**src/logic/cfg_regs_map.svh**
```systemverilog
// Register offsets, field positions, reset values and timing counts
`ifndef CFG_REGS_MAP_SVH
`define CFG_REGS_MAP_SVH
// Operation
// - A disabled first pin floats whatever the interrupt does; the enable bit turns it on.
// - Drive bit 1 clear drives the first pin always; set drives it only while asserted.
// - Polarity bit 0 picks active high at 0 and active low at 1 on the first pin.
// - The queue interrupt rises while the stored word count exceeds bits 13:8.
// - The queue interrupt falls by itself once the count is at or below the threshold.
// - A new slave address is taken only when the same write puts the key in the top byte.
// - The 7-bit slave address sits in bits 7:1 with reset 0x64 and bit 0 reads zero.
// - With calibration enabled, fast cycles over two slow periods land in a 12-bit field.
// - Second pin code 0x00 is legacy, 0x01 the masked interrupt, 0x02 the slot window.
// - The queue interrupt passes only while mask bit 8 is 0, and the mask resets to 1.

// ----------------------------------------
// Register indices (byte address is four times the index)
// ----------------------------------------
`define IDX_IRQ_MASK      9'h001
`define IDX_PIN_CFG       9'h002
`define IDX_QUEUE_FILL_THRESHOLD   9'h006
`define IDX_CHIP_ID       9'h008
`define IDX_SLAVE_ADDR    9'h009
`define IDX_FAST_SLOW_CYCLE_COUNT     9'h00A
`define IDX_ALT_FUNC      9'h00B
`define IDX_EVT_STATUS    9'h010
`define IDX_EVT_CLEAR     9'h011
`define IDX_EVT_ENABLE    9'h012
`define IDX_CAL_CTRL      9'h050

// ----------------------------------------
// Fields and reset values
// ----------------------------------------
`define POS_FIFO_MASK     8
`define POS_PIN_EN        2
`define POS_PIN_DRV       1
`define POS_PIN_POL       0
`define POS_CAL_EN        5
`define ADDR_KEY          8'hAD
`define ADDR_RESET        7'h64
`define MASK_RESET        1'b1
`define ALT_LEGACY        5'h00
`define ALT_MASKED_IRQ    5'h01
`define ALT_SLOT_WINDOW   5'h02
`define EVT_BITS          3
`define CLK_HZ            10000000
`endif

```
**src/logic/cfg_regs_pkg.sv**
```systemverilog
// Types shared by the configuration register block
package cfg_regs_pkg;

  typedef struct packed {
    logic        read;
    logic        write;
    logic [10:0] address;
    logic [3:0]  byteenable;
    logic [31:0] writedata;
  } avs_req_t;

  typedef struct packed {
    logic        waitrequest;
    logic [31:0] readdata;
  } avs_rsp_t;

  typedef struct packed {
    logic value;
    logic oe;
  } pin_drive_t;

  typedef enum logic [1:0] {
    RATIO_IDLE,
    RATIO_ARM,
    RATIO_COUNT
  } ratio_state_t;

endpackage

```
**src/logic/clock_ratio_counter.sv**
```systemverilog
// Counts system clock cycles across two slow clock periods
`timescale 1ns/1ps
module clock_ratio_counter
  import cfg_regs_pkg::*;
#(
  parameter int W = 12
) (
  input  wire logic         i_clk,
  input  wire logic         i_rstn,
  input  wire logic         i_enable,
  input  wire logic         i_slow_rise,
  output logic [W-1:0]      o_result,
  output logic              o_done
);
  ratio_state_t   state_reg;
  logic [W-1:0]   count_reg;
  logic           second_reg;
  wire            at_max = &count_reg;

  always_ff @(posedge i_clk) begin
    if (!i_rstn) begin
      state_reg  <= RATIO_IDLE;
      count_reg  <= '0;
      second_reg <= 1'b0;
      o_result   <= '0;
      o_done     <= 1'b0;
    end else begin
      o_done <= 1'b0;
      unique case (state_reg)
        RATIO_IDLE: if (i_enable) state_reg <= RATIO_ARM;
        RATIO_ARM: begin
          count_reg  <= '0;
          second_reg <= 1'b0;
          if (!i_enable) state_reg <= RATIO_IDLE;
          else if (i_slow_rise) state_reg <= RATIO_COUNT;
        end
        RATIO_COUNT: begin
          // Saturates rather than wrapping on a stalled slow clock
          if (!at_max) count_reg <= count_reg + 1'b1;
          if (!i_enable) begin
            state_reg <= RATIO_IDLE;
          end else if (i_slow_rise && second_reg) begin
            // The cycle of the closing rise belongs to the span as well
            o_result  <= at_max ? count_reg : count_reg + 1'b1;
            o_done    <= 1'b1;
            state_reg <= RATIO_ARM;
          end else if (i_slow_rise) begin
            second_reg <= 1'b1;
          end
        end
      endcase
    end
  end
endmodule

```
**src/logic/gpio_irq_fifo_config_regs.sv**
```systemverilog
// Pin, queue interrupt, identity, address and clock ratio registers
`timescale 1ns/1ps
`include "cfg_regs_map.svh"
module gpio_irq_fifo_config_regs #(
  parameter int         CNT_W       = 8,
  parameter logic [7:0] REVISION    = 8'h5A,  // Arbitrary identity value
  parameter logic [7:0] PART_ID     = 8'h3C   // Arbitrary identity value
) (
  input  wire logic                     i_clk,
  input  wire logic                     i_rstn,
  input  wire cfg_regs_pkg::avs_req_t   i_avs_req,
  output cfg_regs_pkg::avs_rsp_t        o_avs_rsp,
  input  wire logic [CNT_W-1:0]         i_fifo_word_count,
  input  wire logic                     i_slot_first_start,
  input  wire logic                     i_slot_last_end,
  input  wire logic                     i_legacy_signal,
  input  wire logic                     i_slow_clk,
  output cfg_regs_pkg::pin_drive_t      o_first_aux_pin,
  output logic                          o_second_aux_pin,
  output logic [6:0]                    o_slave_address,
  output logic                          o_irq
);
  import cfg_regs_pkg::*;

  // ----------------------------------------
  // Register state
  // ----------------------------------------
  logic [5:0]           thresh_reg;
  logic                 mask_reg;
  logic                 pin_en_reg;
  logic                 pin_drv_reg;
  logic                 pin_pol_reg;
  logic [4:0]           alt_reg;
  logic                 cal_en_reg;
  logic [`EVT_BITS-1:0] evt_stat_reg;
  logic [`EVT_BITS-1:0] evt_en_reg;
  logic                 window_reg;
  logic                 fwd_prev_reg;
  logic [11:0]          ratio;
  logic                 ratio_done;
  logic                 slow_level;
  logic                 slow_rise;

  // ----------------------------------------
  // Bus decode
  // ----------------------------------------
  wire [8:0]  idx      = i_avs_req.address[10:2];
  wire        req      = i_avs_req.read | i_avs_req.write;
  wire        wr_go    = i_avs_req.write & ~o_avs_rsp.waitrequest;
  wire        rd_load  = req & o_avs_rsp.waitrequest;
  wire        be_lo    = i_avs_req.byteenable[0];
  wire        be_hi    = i_avs_req.byteenable[1];
  wire [15:0] wd       = i_avs_req.writedata[15:0];

  wire        hit_mask   = (idx == `IDX_IRQ_MASK);
  wire        hit_pin    = (idx == `IDX_PIN_CFG);
  wire        hit_thresh = (idx == `IDX_QUEUE_FILL_THRESHOLD);
  wire        hit_id     = (idx == `IDX_CHIP_ID);
  wire        hit_addr   = (idx == `IDX_SLAVE_ADDR);
  wire        hit_ratio  = (idx == `IDX_FAST_SLOW_CYCLE_COUNT);
  wire        hit_alt    = (idx == `IDX_ALT_FUNC);
  wire        hit_stat   = (idx == `IDX_EVT_STATUS);
  wire        hit_clr    = (idx == `IDX_EVT_CLEAR);
  wire        hit_en     = (idx == `IDX_EVT_ENABLE);
  wire        hit_cal    = (idx == `IDX_CAL_CTRL);

  wire        wr_lo    = wr_go & be_lo;
  wire        wr_hi    = wr_go & be_hi;

  // Key check: both lanes must be written so key and address arrive together
  // keyed address write
  wire        addr_ok  = wr_lo & wr_hi & hit_addr & (wd[15:8] == `ADDR_KEY);

  // ----------------------------------------
  // Read multiplexer
  // ----------------------------------------
  wire [15:0] rd_mask   = {7'h00, mask_reg, 8'h00};
  wire [15:0] rd_pin    = {13'h0000, pin_en_reg, pin_drv_reg, pin_pol_reg};
  wire [15:0] rd_thresh = {2'h0, thresh_reg, 8'h00};
  wire [15:0] rd_id     = {REVISION, PART_ID};
  wire [15:0] rd_addr   = {8'h00, o_slave_address, 1'b0};
  wire [15:0] rd_ratio  = {4'h0, ratio};
  wire [15:0] rd_alt    = {3'h0, alt_reg, 8'h00};
  wire [15:0] rd_stat   = {13'h0000, evt_stat_reg};
  wire [15:0] rd_en     = {13'h0000, evt_en_reg};
  wire [15:0] rd_cal    = {10'h000, cal_en_reg, 5'h00};

  // Unmapped indices and the clear register read as zero
  wire [15:0] rd_word =
      ({16{hit_mask}}   & rd_mask)   |
      ({16{hit_pin}}    & rd_pin)    |
      ({16{hit_thresh}} & rd_thresh) |
      ({16{hit_id}}     & rd_id)     |
      ({16{hit_addr}}   & rd_addr)   |
      ({16{hit_ratio}}  & rd_ratio)  |
      ({16{hit_alt}}    & rd_alt)    |
      ({16{hit_stat}}   & rd_stat)   |
      ({16{hit_en}}     & rd_en)     |
      ({16{hit_cal}}    & rd_cal);

  // ----------------------------------------
  // Queue interrupt and pin signals
  // ----------------------------------------
  // count above threshold
  wire fifo_level = ({2'b00, i_fifo_word_count} > {{(CNT_W + 2 - 6){1'b0}}, thresh_reg});

  wire fifo_fwd   = fifo_level & ~mask_reg;

  // Second pin drive and polarity are not configurable here; it drives high-true
  // second pin function select
  wire pin2_sel =
      (alt_reg == `ALT_LEGACY)      ? i_legacy_signal :
      (alt_reg == `ALT_MASKED_IRQ)  ? fifo_fwd :
      (alt_reg == `ALT_SLOT_WINDOW) ? window_reg : 1'b0;

  wire pin1_value = fifo_fwd ^ pin_pol_reg;

  // open drain drives only when asserted
  wire pin1_oe    = pin_en_reg & (~pin_drv_reg | fifo_fwd);

  wire [`EVT_BITS-1:0] evt_set = {addr_ok, ratio_done, fifo_fwd & ~fwd_prev_reg};
  wire [`EVT_BITS-1:0] evt_clr = (wr_lo & hit_clr) ? wd[`EVT_BITS-1:0] : '0;

  // ----------------------------------------
  // Submodules
  // ----------------------------------------
  pin_sync3 u_slow_sync (
    .i_clk   (i_clk),
    .i_rstn  (i_rstn),
    .i_pin   (i_slow_clk),
    .o_level (slow_level),
    .o_rise  (slow_rise)
  );

  clock_ratio_counter #(
    .W (12)
  ) u_ratio (
    .i_clk       (i_clk),
    .i_rstn      (i_rstn),
    .i_enable    (cal_en_reg),
    .i_slow_rise (slow_rise),
    .o_result    (ratio),
    .o_done      (ratio_done)
  );

  // ----------------------------------------
  // Bus answer: one wait cycle, then data with waitrequest low
  // ----------------------------------------
  always_ff @(posedge i_clk) begin
    if (!i_rstn) begin
      o_avs_rsp.waitrequest <= 1'b1;
      o_avs_rsp.readdata    <= 32'h0000_0000;
    end else begin
      o_avs_rsp.waitrequest <= ~rd_load;
      if (rd_load) o_avs_rsp.readdata <= {16'h0000, rd_word};
    end
  end

  // ----------------------------------------
  // Configuration registers
  // ----------------------------------------
  always_ff @(posedge i_clk) begin
    if (!i_rstn) begin
      mask_reg    <= `MASK_RESET;
      thresh_reg  <= 6'h00;
      pin_en_reg  <= 1'b0;
      pin_drv_reg <= 1'b0;
      pin_pol_reg <= 1'b0;
      alt_reg     <= 5'h00;
      cal_en_reg  <= 1'b0;
      evt_en_reg  <= '0;
    end else begin
      if (wr_hi && hit_mask)   mask_reg   <= wd[`POS_FIFO_MASK];
      if (wr_hi && hit_thresh) thresh_reg <= wd[13:8];
      if (wr_hi && hit_alt)    alt_reg    <= wd[12:8];
      if (wr_lo && hit_cal)    cal_en_reg <= wd[`POS_CAL_EN];
      if (wr_lo && hit_en)     evt_en_reg <= wd[`EVT_BITS-1:0];
      if (wr_lo && hit_pin) begin
        pin_en_reg  <= wd[`POS_PIN_EN];
        pin_drv_reg <= wd[`POS_PIN_DRV];
        pin_pol_reg <= wd[`POS_PIN_POL];
      end
    end
  end

  always_ff @(posedge i_clk) begin
    if (!i_rstn) begin
      o_slave_address <= `ADDR_RESET;
    end else if (addr_ok) begin
      o_slave_address <= wd[7:1];
    end
  end

  // ----------------------------------------
  // Events and interrupt output
  // ----------------------------------------
  // A set in the same cycle as its clear wins, so no event is lost
  always_ff @(posedge i_clk) begin
    if (!i_rstn) begin
      evt_stat_reg <= '0;
      fwd_prev_reg <= 1'b0;
      o_irq        <= 1'b0;
    end else begin
      evt_stat_reg <= (evt_stat_reg & ~evt_clr) | evt_set;
      fwd_prev_reg <= fifo_fwd;
      o_irq        <= |(evt_stat_reg & evt_en_reg);
    end
  end

  // ----------------------------------------
  // Slot window and pin outputs
  // ----------------------------------------
  // window from first slot start to last slot end
  always_ff @(posedge i_clk) begin
    if (!i_rstn) begin
      window_reg <= 1'b0;
    end else if (i_slot_first_start) begin
      window_reg <= 1'b1;
    end else if (i_slot_last_end) begin
      window_reg <= 1'b0;
    end
  end

  always_ff @(posedge i_clk) begin
    if (!i_rstn) begin
      o_first_aux_pin.value <= 1'b0;
      o_first_aux_pin.oe    <= 1'b0;
      o_second_aux_pin      <= 1'b0;
    end else begin
      o_first_aux_pin.value <= pin1_value;
      o_first_aux_pin.oe    <= pin1_oe;
      o_second_aux_pin      <= pin2_sel;
    end
  end

endmodule

```
**src/logic/pin_sync3.sv**
```systemverilog
// Three-stage input synchroniser with agreement filter and rise pulse
`timescale 1ns/1ps
module pin_sync3 (
  input  wire logic i_clk,
  input  wire logic i_rstn,
  input  wire logic i_pin,
  output logic      o_level,
  output logic      o_rise
);
  logic s1_reg;
  logic s2_reg;
  logic s3_reg;

  // Only s2 and s3 are compared; s1 may be metastable
  always_ff @(posedge i_clk) begin
    if (!i_rstn) begin
      s1_reg  <= 1'b0;
      s2_reg  <= 1'b0;
      s3_reg  <= 1'b0;
      o_level <= 1'b0;
      o_rise  <= 1'b0;
    end else begin
      s1_reg  <= i_pin;
      s2_reg  <= s1_reg;
      s3_reg  <= s2_reg;
      if (s2_reg == s3_reg) o_level <= s3_reg;
      o_rise  <= (s2_reg == s3_reg) && s3_reg && !o_level;
    end
  end
endmodule

```
**config.mk**
```make
export PLATFORM = sky130hd
export DESIGN_NAME = gpio_irq_fifo_config_regs
export DESIGN_NICKNAME = d
export VERILOG_FILES = /design/src/logic/cfg_regs_pkg.sv /design/src/logic/clock_ratio_counter.sv /design/src/logic/gpio_irq_fifo_config_regs.sv /design/src/logic/pin_sync3.sv
export VERILOG_INCLUDE_DIRS = /design/src /design/src/logic
export SDC_FILE = /design/constraint.sdc
export NUM_CORES = 1
export LEC_CHECK = 0
export ABC_CLOCK_PERIOD_IN_PS = 2200
export BUFFER_PORTS_ARGS = -buffer_cell sky130_fd_sc_hd__buf_2
export CAP_MARGIN = 10
export CORE_MARGIN = 2
export CORE_UTILIZATION = 48
export CTS_CLUSTER_SIZE = 28
export DETAILED_ROUTE_END_ITERATION = 12
export GPL_ROUTABILITY_DRIVEN = 0
export MAX_ROUTING_LAYER = met4
export PLACE_DENSITY = 0.74
export SYNTH_ARGS = -nofsm -noshare
export SYNTH_HDL_FRONTEND = slang
export SYNTH_HIERARCHICAL = 1
export SYNTH_SLANG_ARGS = --single-unit
```
**constraint.sdc**
```tcl
create_clock -name i_clk -period 2.2 [get_ports i_clk]
set_input_delay 0.44 -clock i_clk [delete_from_list [all_inputs] [get_ports i_clk]]
set_output_delay 0.44 -clock i_clk [all_outputs]
set_load 0.05 [all_outputs]
```
# Word level (Yosys, flattened, before mapping)
# Index checks and enable logic that the tools add are counted.
[word_totals]
output_inout_bits = 44
mem_count = 0
latch_bits = 0
mem_bits_rw = 0
inputBits = 63
word_cells = 133
romBits = 0
ff_bits = 85
[classes]
bitwise = 41
mux = 19
addsub = 1
n_reduce_logical = 20
n_shift = 0
magnitude_cmp = 1
n_div = 0
mul = 0
n_eq_ne = 23
[ops]
columns = ["operator", "count"]
rows = [
  ["16-bit bitwise OR", 8],
  ["16-bit by 3-bit AND with 16-bit output", 3],
  ["9-bit by 4-bit equality test with 1-bit output (second input constant)", 4],
  ["9-bit by 5-bit equality test with 1-bit output (second input constant)", 3],
  ["12-bit case mux with 2 select lines", 1],
  ["16-bit by 12-bit AND with 16-bit output", 1],
  ["16-bit by 13-bit AND with 16-bit output", 1],
  ["16-bit by 14-bit AND with 16-bit output", 1],
  ["16-bit by 6-bit AND with 16-bit output", 1],
  ["16-bit by 8-bit AND with 16-bit output", 1],
  ["16-bit by 9-bit AND with 16-bit output", 1],
  ["16-bit by 15-bit bitwise OR with 16-bit output", 1],
  ["12-bit by 1-bit adder with 12-bit output (second input constant)", 1],
  ["12-bit two-way mux", 1],
  ["12-bit AND reduction", 1],
  ["1-bit AND", 11],
  ["2-bit two-way mux", 5],
  ["9-bit by 1-bit equality test with 1-bit output (second input constant)", 1],
  ["9-bit by 2-bit equality test with 1-bit output (second input constant)", 1],
  ["9-bit by 3-bit equality test with 1-bit output (second input constant)", 1],
  ["9-bit by 7-bit equality test with 1-bit output (second input constant)", 1],
  ["1-bit logical AND", 9],
  ["1-bit two-way mux", 9],
  ["3-bit AND reduction", 3],
  ["other kinds (25)", 35],
]

# Depth between registers and ports, before layout
# Gate-level depths: netlist of the first run.
[depth]
word_depth = 11
ltp_mapped = 7
ltp_nobuf = 7

# By module
# Netlist of the first run, hierarchy kept.
[modules_own_cells]
columns = ["mod", "instances", "cells_per_inst", "area_each_um2", "seq_area_each_um2"]
rows = [
  ["gpio_irq_fifo_config_regs", 1, 296, 2655.0, 1021.0],
  ["clock_ratio_counter", 1, 182, 1498.9, 560.5],
  ["pin_sync3", 1, 13, 155.1, 100.1],
]

# Worst setup path after synthesis of the first run
# Ideal clock, no wire load.
[synth_path]
kind = "input to register"
from = "input i_avs_req[43] (netlist bit)"
to = "register alt_reg[0]"
slack_ns = 0.044
setup_time_ns = 0.128
path_buffers = 2
path_stages = 7
t_required_ns = 2.072
arrival_ns = 2.028
cell_sequence = "or4_4 -> buf_6 -> or2_0 -> buf_6 -> nor3b_4 -> mux2i_1 -> nor2_1"
[synth_via]
elab_chain_len = 2
[synth_rtl]
columns = ["element", "line_no", "source"]
rows = [
  ["start, declared", "gpio_irq_fifo_config_regs.sv:11", "input wire cfg_regs_pkg::avs_req_t i_avs_req,"],
  ["9-bit by 4-bit equality test with 1-bit output (no line)", "--", ""],
  ["1-bit logical AND", "gpio_irq_fifo_config_regs.sv:175", "if (wr_hi && hit_alt) alt_reg <= wd[12:8];"],
  ["end signal, assigned", "gpio_irq_fifo_config_regs.sv:175", ""],
  ["end, declared", "gpio_irq_fifo_config_regs.sv:33", "logic [4:0] alt_reg;"],
]
# No other way between the ends.
# A chain may end at the register's enable or synchronous reset.

# Worst setup path after layout of the first run
[layout_path]
from = "register u_ratio.count_reg[3]"
to = "register u_ratio.count_reg[6]"
[layout_via]
elab_chain_len = 3
word_cells_on_any_way = 4
cone_classes = "1 x add/sub; 2 x mux; 1 x reduce/logical"
[layout_rtl]
columns = ["element", "line_no", "source"]
rows = [
  ["start, declared", "clock_ratio_counter.sv:16", "logic [W-1:0] count_reg;"],
  ["start signal, assigned", "clock_ratio_counter.sv:39", "if (!at_max) count_reg <= count_reg + 1'b1;"],
  ["12-bit by 1-bit adder with 12-bit output / 12-bit AND reduction (equally long branches)", "clock_ratio_counter.sv:39, clock_ratio_counter.sv:18", ""],
  ["12-bit two-way mux *", "clock_ratio_counter.sv:39", ""],
  ["12-bit case mux with 2 select lines *", "clock_ratio_counter.sv:29", "unique case (state_reg)"],
]
# Every way passes the cells marked *; elsewhere a longest branch is shown, timed or not.

==> results of run 1 <==
-- per-layer routing --
metal / up-vias / wire [um]
met1: 1910 / 4620
met4: 0 / 397
li1: 1904 / -
met2: 153 / 5420
met5: - / 0
met3: 25 / 599
-- worst max-delay path by stage --
stage / cells after the start / slack (ps) / to / from
after global placement: 8 / -10 / alt_reg[1] / i_avs_req[43]
after global routing: 4 / 170 / u_ratio/count_reg[6] / u_ratio/count_reg[3]
final: 4 / 260 / u_ratio/count_reg[6] / u_ratio/count_reg[3]
after detailed placement: 8 / -70 / alt_reg[1] / i_avs_req[43]
after CTS: 5 / 240 / u_ratio/o_result[2] / u_ratio/state_reg[0]
after floorplan: 7 / 40 / alt_reg[0] / i_avs_req[43]
-- layout make-up --
type	count	area share, %
Timing Repair Buffer	97	11.3
Multi-Input combinational cell	355	46.4
Tap cell	108	2.69
Inverter	23	1.72
Sequential cell	84	33.4
Clock inverter	7	2.04
Clock buffer	9	2.46
-- cell families (layout without fill, tap and decap cells) --
| logic type | Yosys count | after routing | synth area share [%] |
|---|---|---|---|
| other cells | 1 | 17 | 0.0870 |
| mux | 34 | 34 | 7.96 |
| xor+xnor | 2 | 2 | 0.407 |
| buf+inv | 68 | 136 | 8.25 |
| compound gates | 121 | 121 | 18.1 |
| flops | 84 | 84 | 39.0 |
| simple gates | 170 | 170 | 23.0 |
| fa+ha+maj | 11 | 11 | 3.19 |
-- power by group --
group / leakage (nW) / switching, mW / internal [mW] / total [mW]
Clock: 0.117 / 0.610 / 0.658 / 1.27
Combinational: 1.25 / 0.294 / 0.107 / 0.401
Sequential: 0.681 / 0.0131 / 1.55 / 1.56
Total: 2.05 / 0.917 / 2.31 / 3.23
-- layout by cell type, fill, tap and decap left out, types with 17 or more instances in the layout --
cell,count
sky130_fd_sc_hd__mux2i_1,32
sky130_fd_sc_hd__dfxtp_1,84
sky130_fd_sc_hd__o21ai_0,44
sky130_fd_sc_hd__a21oi_1,17
sky130_fd_sc_hd__nand2_1,35
sky130_fd_sc_hd__buf_2,69
sky130_fd_sc_hd__inv_1,22
sky130_fd_sc_hd__conb_1,17
sky130_fd_sc_hd__nor2_1,41
sky130_fd_sc_hd__buf_4,27
-- metrics by stage --
step	setup TNS, ps	util (%)	power [mW]
after floorplan	0	-	1.89
after global placement	-51.3	55.1	1.98
after detailed placement	-695	55.1	1.99
after CTS	0	57.7	3.24
after global routing	0	57.7	3.35
final	0	57.7	3.23
==> impl_metrics.xml, run 1 <==
<?xml version="1.0" encoding="UTF-8"?>
<metrics>
  <group name="final_layout">
    <metric name="multi_input_area" unit="sq um">2330</metric>
    <metric name="layoutNonFillerInstCount" unit="">683</metric>
    <metric name="layout-area-overhead-vs-synth" unit="%">16.8</metric>
    <metric name="count_of_inserted_antenna_diode_cells" unit="">0</metric>
    <metric name="drive_above_1_share" unit="%">23.7</metric>
    <metric name="num-fill-cells" unit="">764</metric>
    <metric name="regArea" unit="sq um">1680</metric>
    <metric name="nNetsFinal" unit="">644</metric>
    <metric name="finish.instance_area" unit="sq um">5030</metric>
    <metric name="largest_reg_flops" unit="">16</metric>
  </group>
  <group name="timing">
    <metric name="max-slew-margin-rel" unit="%">39.6</metric>
    <metric name="worst_slew_pin_slew" unit="ps">901</metric>
    <metric name="slew_viol_final" unit="">0</metric>
    <metric name="final.setup.worst_slack" unit="ps">257</metric>
    <metric name="finalCritPeriodShare" unit="%">88.3</metric>
    <metric name="setup_violations" unit="">0</metric>
    <metric name="finalCriticalPeriod" unit="ps">1940</metric>
    <metric name="grt_setup_unrepaired" unit="">false</metric>
    <metric name="timing.clock.skew" unit="ps">13.7</metric>
    <metric name="final_hold_viol_count" unit="">0</metric>
    <metric name="maxClockFrequency" unit="GHz">0.515</metric>
    <metric name="final.hold.worst_slack" unit="ps">294</metric>
  </group>
  <group name="worst_setup_path">
    <metric name="timing.rr.start" unit="">u_ratio/count_reg[3]</metric>
    <metric name="worstReg2RegEnd" unit="">u_ratio/count_reg[6]</metric>
    <metric name="worst_setup_path_start_kind" unit="">flop</metric>
    <metric name="setup.worst_path.class" unit="">flop to flop</metric>
    <metric name="worstPathBufferInverterCount" unit="">0</metric>
    <metric name="crit_chain" unit="">nand3_4, or4_4, a31o_1, a211oi_2</metric>
    <metric name="critical_path.slowest_cell" unit="">sky130_fd_sc_hd__or4_4</metric>
    <metric name="cp_max_fo" unit="">10</metric>
    <metric name="path_delay_family" unit="">simple AND/OR/NAND/NOR gates</metric>
    <metric name="reg2regPathDepth" unit="">4</metric>
    <metric name="critPathCaptureType" unit="">flop</metric>
    <metric name="delay_of_the_slowest_cell_on_the_worst_path" unit="ps">660</metric>
    <metric name="worstPathArrival" unit="ps">2220</metric>
    <metric name="register_to_register_setup_slack" unit="ps">260</metric>
    <metric name="critical_path_required" unit="ps">2480</metric>
  </group>
  <group name="grt">
    <metric name="grt_max_degree" unit="">28</metric>
    <metric name="grt_pass1_wl" unit="um">18400</metric>
    <metric name="grt_use_met1" unit="%">27.9</metric>
    <metric name="antenna_found_initial" unit="">0</metric>
    <metric name="grt_util_met2" unit="%">39.0</metric>
    <metric name="grt_busiest_layer" unit="">met2</metric>
    <metric name="globalRouteMet3Util" unit="%">3.48</metric>
    <metric name="globalRouteOverflowTotal" unit="">0</metric>
    <metric name="grt.total_usage" unit="%">23.6</metric>
    <metric name="first_global_vias" unit="">3787</metric>
  </group>
  <group name="yosys">
    <metric name="yosys_warnings" unit="">6</metric>
    <metric name="post_synth_edffs" unit="">0</metric>
    <metric name="synth.cells.most_frequent" unit="">sky130_fd_sc_hd__dfxtp_1 (84), sky130_fd_sc_hd__o21ai_0 (44), sky130_fd_sc_hd__nor2_1 (41)</metric>
    <metric name="synth.avg_cell_area" unit="sq um">8.78</metric>
    <metric name="synth_area" unit="sq um">4310</metric>
    <metric name="ys.flop_type" unit="">sky130_fd_sc_hd__dfxtp_1</metric>
    <metric name="synthDistinctLibCells" unit="">71</metric>
    <metric name="async_set_or_reset_flop_fraction_in_the_synthesized_netlist" unit="%">0</metric>
    <metric name="synth.most_common_cell" unit="">sky130_fd_sc_hd__dfxtp_1</metric>
    <metric name="synth-seq-cells" unit="">84</metric>
    <metric name="yosys.area.top_type" unit="">sky130_fd_sc_hd__dfxtp_1</metric>
    <metric name="synth_cells" unit="">491</metric>
    <metric name="synth.top_cells.by_area" unit="">sky130_fd_sc_hd__dfxtp_1 (39%), sky130_fd_sc_hd__mux2i_1 (7.4%), sky130_fd_sc_hd__o21ai_0 (5.1%)</metric>
    <metric name="ys_seq_area_share" unit="%">39.0</metric>
    <metric name="synthDominantCellAreaShare" unit="%">39.0</metric>
  </group>
  <group name="routing">
    <metric name="detailedRoute.firstPassIterationCount" unit="">4</metric>
    <metric name="antenna_left" unit="">0</metric>
    <metric name="drc_errors" unit="">0</metric>
    <metric name="wl_per_cell" unit="um">16.2</metric>
    <metric name="wirelength" unit="um">11000</metric>
    <metric name="first_iter_violations" unit="">193</metric>
    <metric name="vias_per_cell" unit="">5.84</metric>
    <metric name="dr_total_vias" unit="">3992</metric>
  </group>
  <group name="cts">
    <metric name="clk-insertion-delay-late" unit="ps">360</metric>
    <metric name="cts_setup_buffers" unit="">0</metric>
    <metric name="post_cts.resized_instances" unit="">0</metric>
    <metric name="tritoncts.num_buffers" unit="">9</metric>
    <metric name="numClockSinks" unit="">84</metric>
    <metric name="cts-htree-levels" unit="">3</metric>
    <metric name="cts_hold_buf" unit="">0</metric>
    <metric name="tritoncts" unit="">done</metric>
    <metric name="clk_transition_reported_paths" unit="ps">100</metric>
    <metric name="cts_buffer_depth" unit="">2</metric>
    <metric name="cts_root_buffer" unit="">sky130_fd_sc_hd__clkbuf_8</metric>
  </group>
  <group name="placement">
    <metric name="detailedPlace.worstSlack" unit="ps">-67.3</metric>
    <metric name="placed_area" unit="sq um">4800</metric>
    <metric name="port_buffers" unit="">69</metric>
    <metric name="dp.final_hpwl" unit="um">8060</metric>
    <metric name="post-place-cells" unit="">667</metric>
  </group>
  <group name="power">
    <metric name="cellPowerDensity" unit="nW/um^2">642</metric>
    <metric name="leakage" unit="nW">2.05</metric>
    <metric name="worst_ir_drop_vdd" unit="mV">0.338</metric>
  </group>
  <group name="die">
    <metric name="floorplan.io_pins" unit="">107</metric>
    <metric name="design.core.area" unit="sq um">8720</metric>
    <metric name="width_of_the_die" unit="um">98.8</metric>
    <metric name="die_y" unit="um">98.8</metric>
    <metric name="num_rows" unit="">34</metric>
    <metric name="floorplan.initialDensity" unit="%">49.4</metric>
    <metric name="full_die_area" unit="sq um">9750</metric>
  </group>
  <group name="worst_hold_path">
    <metric name="worst_hold_startpoint" unit="">i_slow_clk</metric>
    <metric name="whs_endpoint" unit="">u_slow_sync/s1_reg</metric>
    <metric name="min_path_type" unit="">input pin to flop</metric>
    <metric name="worstHoldPathCells" unit="">2</metric>
  </group>
  <group name="run_status">
    <metric name="run_status" unit="">complete, no violations</metric>
  </group>
  <group name="run">
    <metric name="maxCapViolations" unit="">0</metric>
  </group>
</metrics>
Note: power is estimated with default switching activity, not from simulation.
==> inputs of run 2 (changes only) <==
- CORE_ASPECT_RATIO: unset -> 0.7
- PLACE_DENSITY: 0.74 -> unset
- PLACE_DENSITY_LB_ADDON: unset -> 0.12
==> run 2 against run 1 <==
Effect of this change: clock skew shrank 5.1 ps; first-iteration DRC count grew 49%; maximum frequency grew 0.58%; critical endpoint unchanged; flip-flop and latch count is the same; combinational power grew 4%; via count grew 0.18%; clock power grew 29%.
==> impl_metrics.xml, run 2 (synthesis results as in run 1) <==
<?xml version="1.0" encoding="UTF-8"?>
<metrics>
  <group name="routing">
    <metric name="detailedRoute.firstPassIterationCount" unit="">5</metric>
    <metric name="wl_per_cell" unit="um">16.4</metric>
    <metric name="wirelength" unit="um">11500</metric>
    <metric name="drc_errors" unit="">0</metric>
    <metric name="dr_total_vias" unit="">3999</metric>
    <metric name="first_iter_violations" unit="">288</metric>
    <metric name="vias_per_cell" unit="">5.71</metric>
    <metric name="antenna_left" unit="">0</metric>
  </group>
  <group name="timing">
    <metric name="grt_setup_unrepaired" unit="">false</metric>
    <metric name="timing.clock.skew" unit="ps">8.67</metric>
    <metric name="setup_violations" unit="">0</metric>
    <metric name="worst_slew_pin_slew" unit="ps">532</metric>
    <metric name="maxClockFrequency" unit="GHz">0.518</metric>
    <metric name="slew_viol_final" unit="">0</metric>
    <metric name="final_hold_viol_count" unit="">0</metric>
    <metric name="final.setup.worst_slack" unit="ps">268</metric>
    <metric name="finalCritPeriodShare" unit="%">87.8</metric>
    <metric name="max-slew-margin-rel" unit="%">64.5</metric>
    <metric name="finalCriticalPeriod" unit="ps">1930</metric>
    <metric name="final.hold.worst_slack" unit="ps">310</metric>
  </group>
  <group name="cts">
    <metric name="cts-htree-levels" unit="">3</metric>
    <metric name="post_cts.resized_instances" unit="">0</metric>
    <metric name="clk-insertion-delay-late" unit="ps">340</metric>
    <metric name="cts_setup_buffers" unit="">0</metric>
    <metric name="cts_hold_buf" unit="">0</metric>
    <metric name="tritoncts" unit="">done</metric>
    <metric name="numClockSinks" unit="">84</metric>
    <metric name="cts_root_buffer" unit="">sky130_fd_sc_hd__clkbuf_16</metric>
    <metric name="tritoncts.num_buffers" unit="">9</metric>
    <metric name="cts_buffer_depth" unit="">2</metric>
    <metric name="clk_transition_reported_paths" unit="ps">60</metric>
  </group>
  <group name="worst_setup_path">
    <metric name="timing.rr.start" unit="">u_ratio/count_reg[3]</metric>
    <metric name="crit_end" unit="">u_ratio/count_reg[6]</metric>
    <metric name="cp_max_fo" unit="">10</metric>
    <metric name="critPathCaptureType" unit="">flop</metric>
    <metric name="worst_setup_path_start_kind" unit="">flop</metric>
    <metric name="critical_path_required" unit="ps">2460</metric>
    <metric name="worstReg2RegEnd" unit="">u_ratio/count_reg[6]</metric>
    <metric name="setup.worst_path.class" unit="">flop to flop</metric>
    <metric name="register_to_register_setup_slack" unit="ps">270</metric>
    <metric name="reg2regPathDepth" unit="">4</metric>
    <metric name="timing.critical_path.from" unit="">u_ratio/count_reg[3]</metric>
    <metric name="worstPathArrival" unit="ps">2190</metric>
  </group>
  <group name="placement">
    <metric name="dp.final_hpwl" unit="um">8580</metric>
    <metric name="port_buffers" unit="">69</metric>
    <metric name="post-place-cells" unit="">684</metric>
    <metric name="detailedPlace.worstSlack" unit="ps">-64.3</metric>
  </group>
  <group name="final_layout">
    <metric name="layoutNonFillerInstCount" unit="">700</metric>
    <metric name="drive_above_1_share" unit="%">24.0</metric>
    <metric name="fin_util" unit="%">60.4</metric>
    <metric name="layout_common_cells" unit="">sky130_fd_sc_hd__dfxtp_1 (84), sky130_fd_sc_hd__buf_2 (69), sky130_fd_sc_hd__o21ai_0 (44)</metric>
    <metric name="layout-area-overhead-vs-synth" unit="%">20.3</metric>
    <metric name="largest_reg_flops" unit="">16</metric>
    <metric name="count_of_inserted_antenna_diode_cells" unit="">0</metric>
    <metric name="final_common_cell" unit="">sky130_fd_sc_hd__dfxtp_1</metric>
    <metric name="nNetsFinal" unit="">649</metric>
  </group>
  <group name="die">
    <metric name="num_rows" unit="">28</metric>
    <metric name="full_die_area" unit="sq um">9760</metric>
    <metric name="floorplan.initialDensity" unit="%">50.2</metric>
    <metric name="width_of_the_die" unit="um">117</metric>
    <metric name="die_y" unit="um">83.3</metric>
    <metric name="floorplan.io_pins" unit="">107</metric>
    <metric name="design.core.area" unit="sq um">8580</metric>
  </group>
  <group name="grt">
    <metric name="antenna_found_initial" unit="">0</metric>
    <metric name="globalRouteOverflowTotal" unit="">0</metric>
    <metric name="grt_pass1_wl" unit="um">19000</metric>
    <metric name="grt.total_usage" unit="%">25.3</metric>
    <metric name="first_global_vias" unit="">3856</metric>
    <metric name="grt_max_degree" unit="">29</metric>
  </group>
  <group name="power">
    <metric name="share_comb_of_total_power" unit="%">11.5</metric>
    <metric name="power.clock.fraction" unit="%">45.3</metric>
    <metric name="totalPowerFinal" unit="mW">3.61</metric>
    <metric name="p_int" unit="mW">2.69</metric>
    <metric name="sequentialPowerShare" unit="%">43.2</metric>
    <metric name="leakage" unit="nW">2.11</metric>
    <metric name="power_switching" unit="mW">0.923</metric>
    <metric name="worst_ir_drop_vdd" unit="mV">0.523</metric>
    <metric name="cellPowerDensity" unit="nW/um^2">697</metric>
    <metric name="sw_frac_of_total" unit="%">25.5</metric>
  </group>
  <group name="worst_hold_path">
    <metric name="worst_hold_startpoint" unit="">i_slot_first_start</metric>
    <metric name="min_path_type" unit="">input pin to flop</metric>
  </group>
  <group name="run_status">
    <metric name="run_status" unit="">complete, no violations</metric>
  </group>
  <group name="run">
    <metric name="maxCapViolations" unit="">0</metric>
  </group>
</metrics>
==> run 2: cell type report <==
| type | count | area (sq um) |
|---|---|---|
| clock inverters | 5 | 83.8 |
| fillers | 791 | 3400 |
| flip-flops and latches | 84 | 1680 |
| multi-input cells | 355 | 2330 |
| well taps | 120 | 150 |
| clock buffers | 11 | 243 |
| repair buffers | 102 | 606 |
| inverters | 23 | 86.3 |
==> run 2: through the flow <==
| stage | cell area, sq um | TNS (ps) |
|---|---|---|
| finish | 5180 | 0 |
| CTS | 5180 | 0 |
| global placement | 4860 | -216 |
| floorplan | 4370 | 0 |
| detailed placement | 4860 | -559 |
| global route | 5180 | 0 |
==> run 2: how the worst min path moves through the flow <==
stage                    endpoint  slack [ps]  cells after the start
2_1_floorplan  u_slow_sync/o_rise         390                      1
3_3_place_gp   u_slow_sync/o_rise         400                      1
3_5_place_dp   u_slow_sync/o_rise         410                      1
4_1_cts                window_reg         300                      3
5_1_grt        o_slave_address[6]         320                      3
6_report               window_reg         310                      3
==> run 2: layer usage <==
| layer | global-route usage (%) | vias to the layer above | wire length [um] | part of all wire [%] |
|---|---|---|---|---|
| li1 | - | 1919 | - | - |
| met1 | 36.4 | 1916 | 5710 | 50 |
| met2 | 35.1 | 152 | 4880 | 42 |
| met3 | 5.84 | 12 | 774 | 6.7 |
| met4 | 7.27 | 0 | 144 | 1.3 |
| met5 | - | - | 0 | 0 |
==> run 2: power groups by stage <==
| stage | clock network [mW] | logic, mW | registers (mW) |
|---|---|---|---|
| global placement | 0 | 0.403 | 1.59 |
| CTS | 1.67 | 0.412 | 1.56 |
| detailed placement | 0 | 0.410 | 1.60 |
| floorplan | 0 | 0.227 | 1.66 |
| finish | 1.64 | 0.416 | 1.56 |
| global route | 1.73 | 0.450 | 1.56 |
==> run 2: worst max-delay path, stage by stage, from the launching register on <==
cell,delay [ps]
sky130_fd_sc_hd__dfxtp_1,540
sky130_fd_sc_hd__nand3_4,200
sky130_fd_sc_hd__or4_4,660
sky130_fd_sc_hd__a31o_1,260
sky130_fd_sc_hd__a211oi_2,190
==> inputs of run 3 (changes only) <==
- CELL_PAD_IN_SITES_DETAIL_PLACEMENT: unset -> 1
- CELL_PAD_IN_SITES_GLOBAL_PLACEMENT: unset -> 1
- CORE_UTILIZATION: 48 -> 36
- SETUP_SLACK_MARGIN: unset -> 0.05
==> run 3 against run 2 <==
Effect of this change: die area up 32%; non-clock buffer count up 2; sequential power about the same; clock skew down 4.5 ps; largest power group unchanged; sequential share of layout area down 0.52 points; largest cell class unchanged.
==> impl_metrics.xml, run 3 (synthesis results as in run 1) <==
<?xml version="1.0" encoding="UTF-8"?>
<metrics>
  <group name="power">
    <metric name="power.clock.fraction" unit="%">47.2</metric>
    <metric name="worst_ir_drop_vdd" unit="mV">0.359</metric>
    <metric name="totalPowerFinal" unit="mW">3.76</metric>
    <metric name="power_switching" unit="mW">0.958</metric>
    <metric name="leakage" unit="nW">2.13</metric>
    <metric name="sw_frac_of_total" unit="%">25.5</metric>
    <metric name="cellPowerDensity" unit="nW/um^2">714</metric>
    <metric name="sequentialPowerShare" unit="%">41.5</metric>
    <metric name="p_int" unit="mW">2.80</metric>
    <metric name="share_comb_of_total_power" unit="%">11.2</metric>
  </group>
  <group name="timing">
    <metric name="final_hold_viol_count" unit="">0</metric>
    <metric name="grt_setup_unrepaired" unit="">false</metric>
    <metric name="slew_viol_final" unit="">0</metric>
    <metric name="max-slew-margin-rel" unit="%">60.1</metric>
    <metric name="setup_violations" unit="">0</metric>
    <metric name="final.setup.worst_slack" unit="ps">255</metric>
    <metric name="maxClockFrequency" unit="GHz">0.514</metric>
    <metric name="finalCriticalPeriod" unit="ps">1940</metric>
    <metric name="finalCritPeriodShare" unit="%">88.4</metric>
    <metric name="timing.clock.skew" unit="ps">4.18</metric>
    <metric name="worst_slew_pin_slew" unit="ps">598</metric>
  </group>
  <group name="cts">
    <metric name="numClockSinks" unit="">84</metric>
    <metric name="tritoncts.num_buffers" unit="">9</metric>
    <metric name="clk_transition_reported_paths" unit="ps">60</metric>
    <metric name="cts_root_buffer" unit="">sky130_fd_sc_hd__clkbuf_16</metric>
    <metric name="tritoncts" unit="">done</metric>
    <metric name="cts_buffer_depth" unit="">2</metric>
    <metric name="cts_setup_buffers" unit="">0</metric>
    <metric name="post_cts.resized_instances" unit="">0</metric>
    <metric name="clk-insertion-delay-late" unit="ps">340</metric>
    <metric name="cts_hold_buf" unit="">0</metric>
    <metric name="cts-htree-levels" unit="">3</metric>
  </group>
  <group name="die">
    <metric name="width_of_the_die" unit="um">135</metric>
    <metric name="die_y" unit="um">95.5</metric>
    <metric name="floorplan.io_pins" unit="">107</metric>
    <metric name="floorplan.initialDensity" unit="%">36.9</metric>
    <metric name="design.core.area" unit="sq um">11700</metric>
    <metric name="num_rows" unit="">33</metric>
    <metric name="full_die_area" unit="sq um">12900</metric>
  </group>
  <group name="placement">
    <metric name="port_buffers" unit="">69</metric>
    <metric name="detailedPlace.worstSlack" unit="ps">-39.0</metric>
    <metric name="dp.final_hpwl" unit="um">10000</metric>
  </group>
  <group name="final_layout">
    <metric name="drive_above_1_share" unit="%">24.4</metric>
    <metric name="regArea" unit="sq um">1680</metric>
    <metric name="multi_input_area" unit="sq um">2330</metric>
    <metric name="layout-area-overhead-vs-synth" unit="%">22.2</metric>
    <metric name="layout_common_cells" unit="">sky130_fd_sc_hd__dfxtp_1 (84), sky130_fd_sc_hd__buf_2 (69), sky130_fd_sc_hd__o21ai_0 (44)</metric>
    <metric name="count_of_inserted_antenna_diode_cells" unit="">0</metric>
    <metric name="num-fill-cells" unit="">1403</metric>
    <metric name="final_common_cell" unit="">sky130_fd_sc_hd__dfxtp_1</metric>
    <metric name="fin_util" unit="%">45.1</metric>
    <metric name="largest_reg_flops" unit="">16</metric>
    <metric name="nNetsFinal" unit="">651</metric>
  </group>
  <group name="routing">
    <metric name="first_iter_violations" unit="">149</metric>
    <metric name="antenna_left" unit="">0</metric>
    <metric name="detailedRoute.firstPassIterationCount" unit="">4</metric>
    <metric name="wire_length_on_met3" unit="um">662</metric>
    <metric name="routed-wl-met2" unit="um">5470</metric>
    <metric name="wirelength" unit="um">13100</metric>
    <metric name="route.top_layer_used" unit="">met4</metric>
    <metric name="dr_total_vias" unit="">4003</metric>
    <metric name="vias_per_cell" unit="">5.42</metric>
    <metric name="wl_per_cell" unit="um">17.7</metric>
    <metric name="wl_met1" unit="um">6760</metric>
    <metric name="drc_errors" unit="">0</metric>
  </group>
  <group name="grt">
    <metric name="grt_max_degree" unit="">28</metric>
    <metric name="globalRouteOverflowTotal" unit="">0</metric>
    <metric name="first_global_vias" unit="">3846</metric>
    <metric name="antenna_found_initial" unit="">0</metric>
    <metric name="grt_pass1_wl" unit="um">21000</metric>
    <metric name="grt.total_usage" unit="%">21.7</metric>
  </group>
  <group name="worst_setup_path">
    <metric name="critical_path_required" unit="ps">2460</metric>
    <metric name="cp_max_fo" unit="">10</metric>
    <metric name="worst_setup_path_start_kind" unit="">flop</metric>
    <metric name="setup.worst_path.class" unit="">flop to flop</metric>
    <metric name="critPathCaptureType" unit="">flop</metric>
    <metric name="worstPathArrival" unit="ps">2200</metric>
  </group>
  <group name="worst_hold_path">
    <metric name="min_path_type" unit="">input pin to flop</metric>
  </group>
  <group name="run">
    <metric name="maxCapViolations" unit="">0</metric>
  </group>
  <group name="run_status">
    <metric name="run_status" unit="">complete, no violations</metric>
  </group>
</metrics>
-- run 3: cell count changes in the layout (fill, tap and decap cells not counted) --
| cell | change |
|---|---|
| sky130_fd_sc_hd__clkinvlp_4 | -1 |
| sky130_fd_sc_hd__clkinv_4 | +1 |
| sky130_fd_sc_hd__buf_4 | +2 |
| sky130_fd_sc_hd__clkbuf_1 | -1 |
| sky130_fd_sc_hd__inv_6 | -1 |
| sky130_fd_sc_hd__clkinv_2 | +1 |
| sky130_fd_sc_hd__bufinv_16 | +1 |
-- run 3: final timing paths --
path                                            from              endpoint  slack (ps)  cells after the start
worst max register to register  u_ratio/count_reg[3]  u_ratio/count_reg[6]         260                      4
worst min-delay path                      i_slow_clk    u_slow_sync/s1_reg         300                      2
worst max-delay path            u_ratio/count_reg[3]  u_ratio/count_reg[6]         260                      4
worst min register to register   u_slow_sync/o_level    u_slow_sync/o_rise         420                      1
-- run 3: worst max-delay path, cell delays in order, from the launching register on --
cell and delay, ps:
sky130_fd_sc_hd__dfxtp_1 530, sky130_fd_sc_hd__nand3_4 190, sky130_fd_sc_hd__or4_4 670, sky130_fd_sc_hd__a31o_1 260, sky130_fd_sc_hd__a211oi_2 210
-- run 3: power by group through the flow --
stage,registers [mW],clock network [mW],logic [mW]
2_1_floorplan,1.66,0,0.227
3_3_place_gp,1.60,0,0.413
3_5_place_dp,1.60,0,0.422
4_1_cts,1.56,1.81,0.423
5_1_grt,1.56,1.89,0.455
6_report,1.56,1.78,0.423
-- run 3: area by class of cell --
| class | count | share of cell area [%] |
|---|---|---|
| timing repair buffer | 104 | 11.8 |
| clock inverter | 6 | 2.11 |
| clock buffer | 10 | 4.54 |
| inverter | 23 | 1.64 |
| tap | 157 | 3.73 |
| sequential | 84 | 31.9 |
| multi-input combinational | 355 | 44.3 |
-- run 3: per-stage QoR --
step	cell area, sq um	setup TNS (ps)	hold WS (ps)	instances
after CTS	5270	0	291	739
after floorplan	4370	0	389	507
after global routing	5270	0	299	739
after detailed placement	4920	-251	409	723
final	5270	0	303	739
after global placement	4920	-47.0	400	723
-- run 3: metal layers --
layer / vias to the layer above / track usage [%]
met5: - / -
met3: 17 / 3.93
li1: 1927 / -
met2: 105 / 31.0
met1: 1954 / 30.8
met4: 0 / 6.93
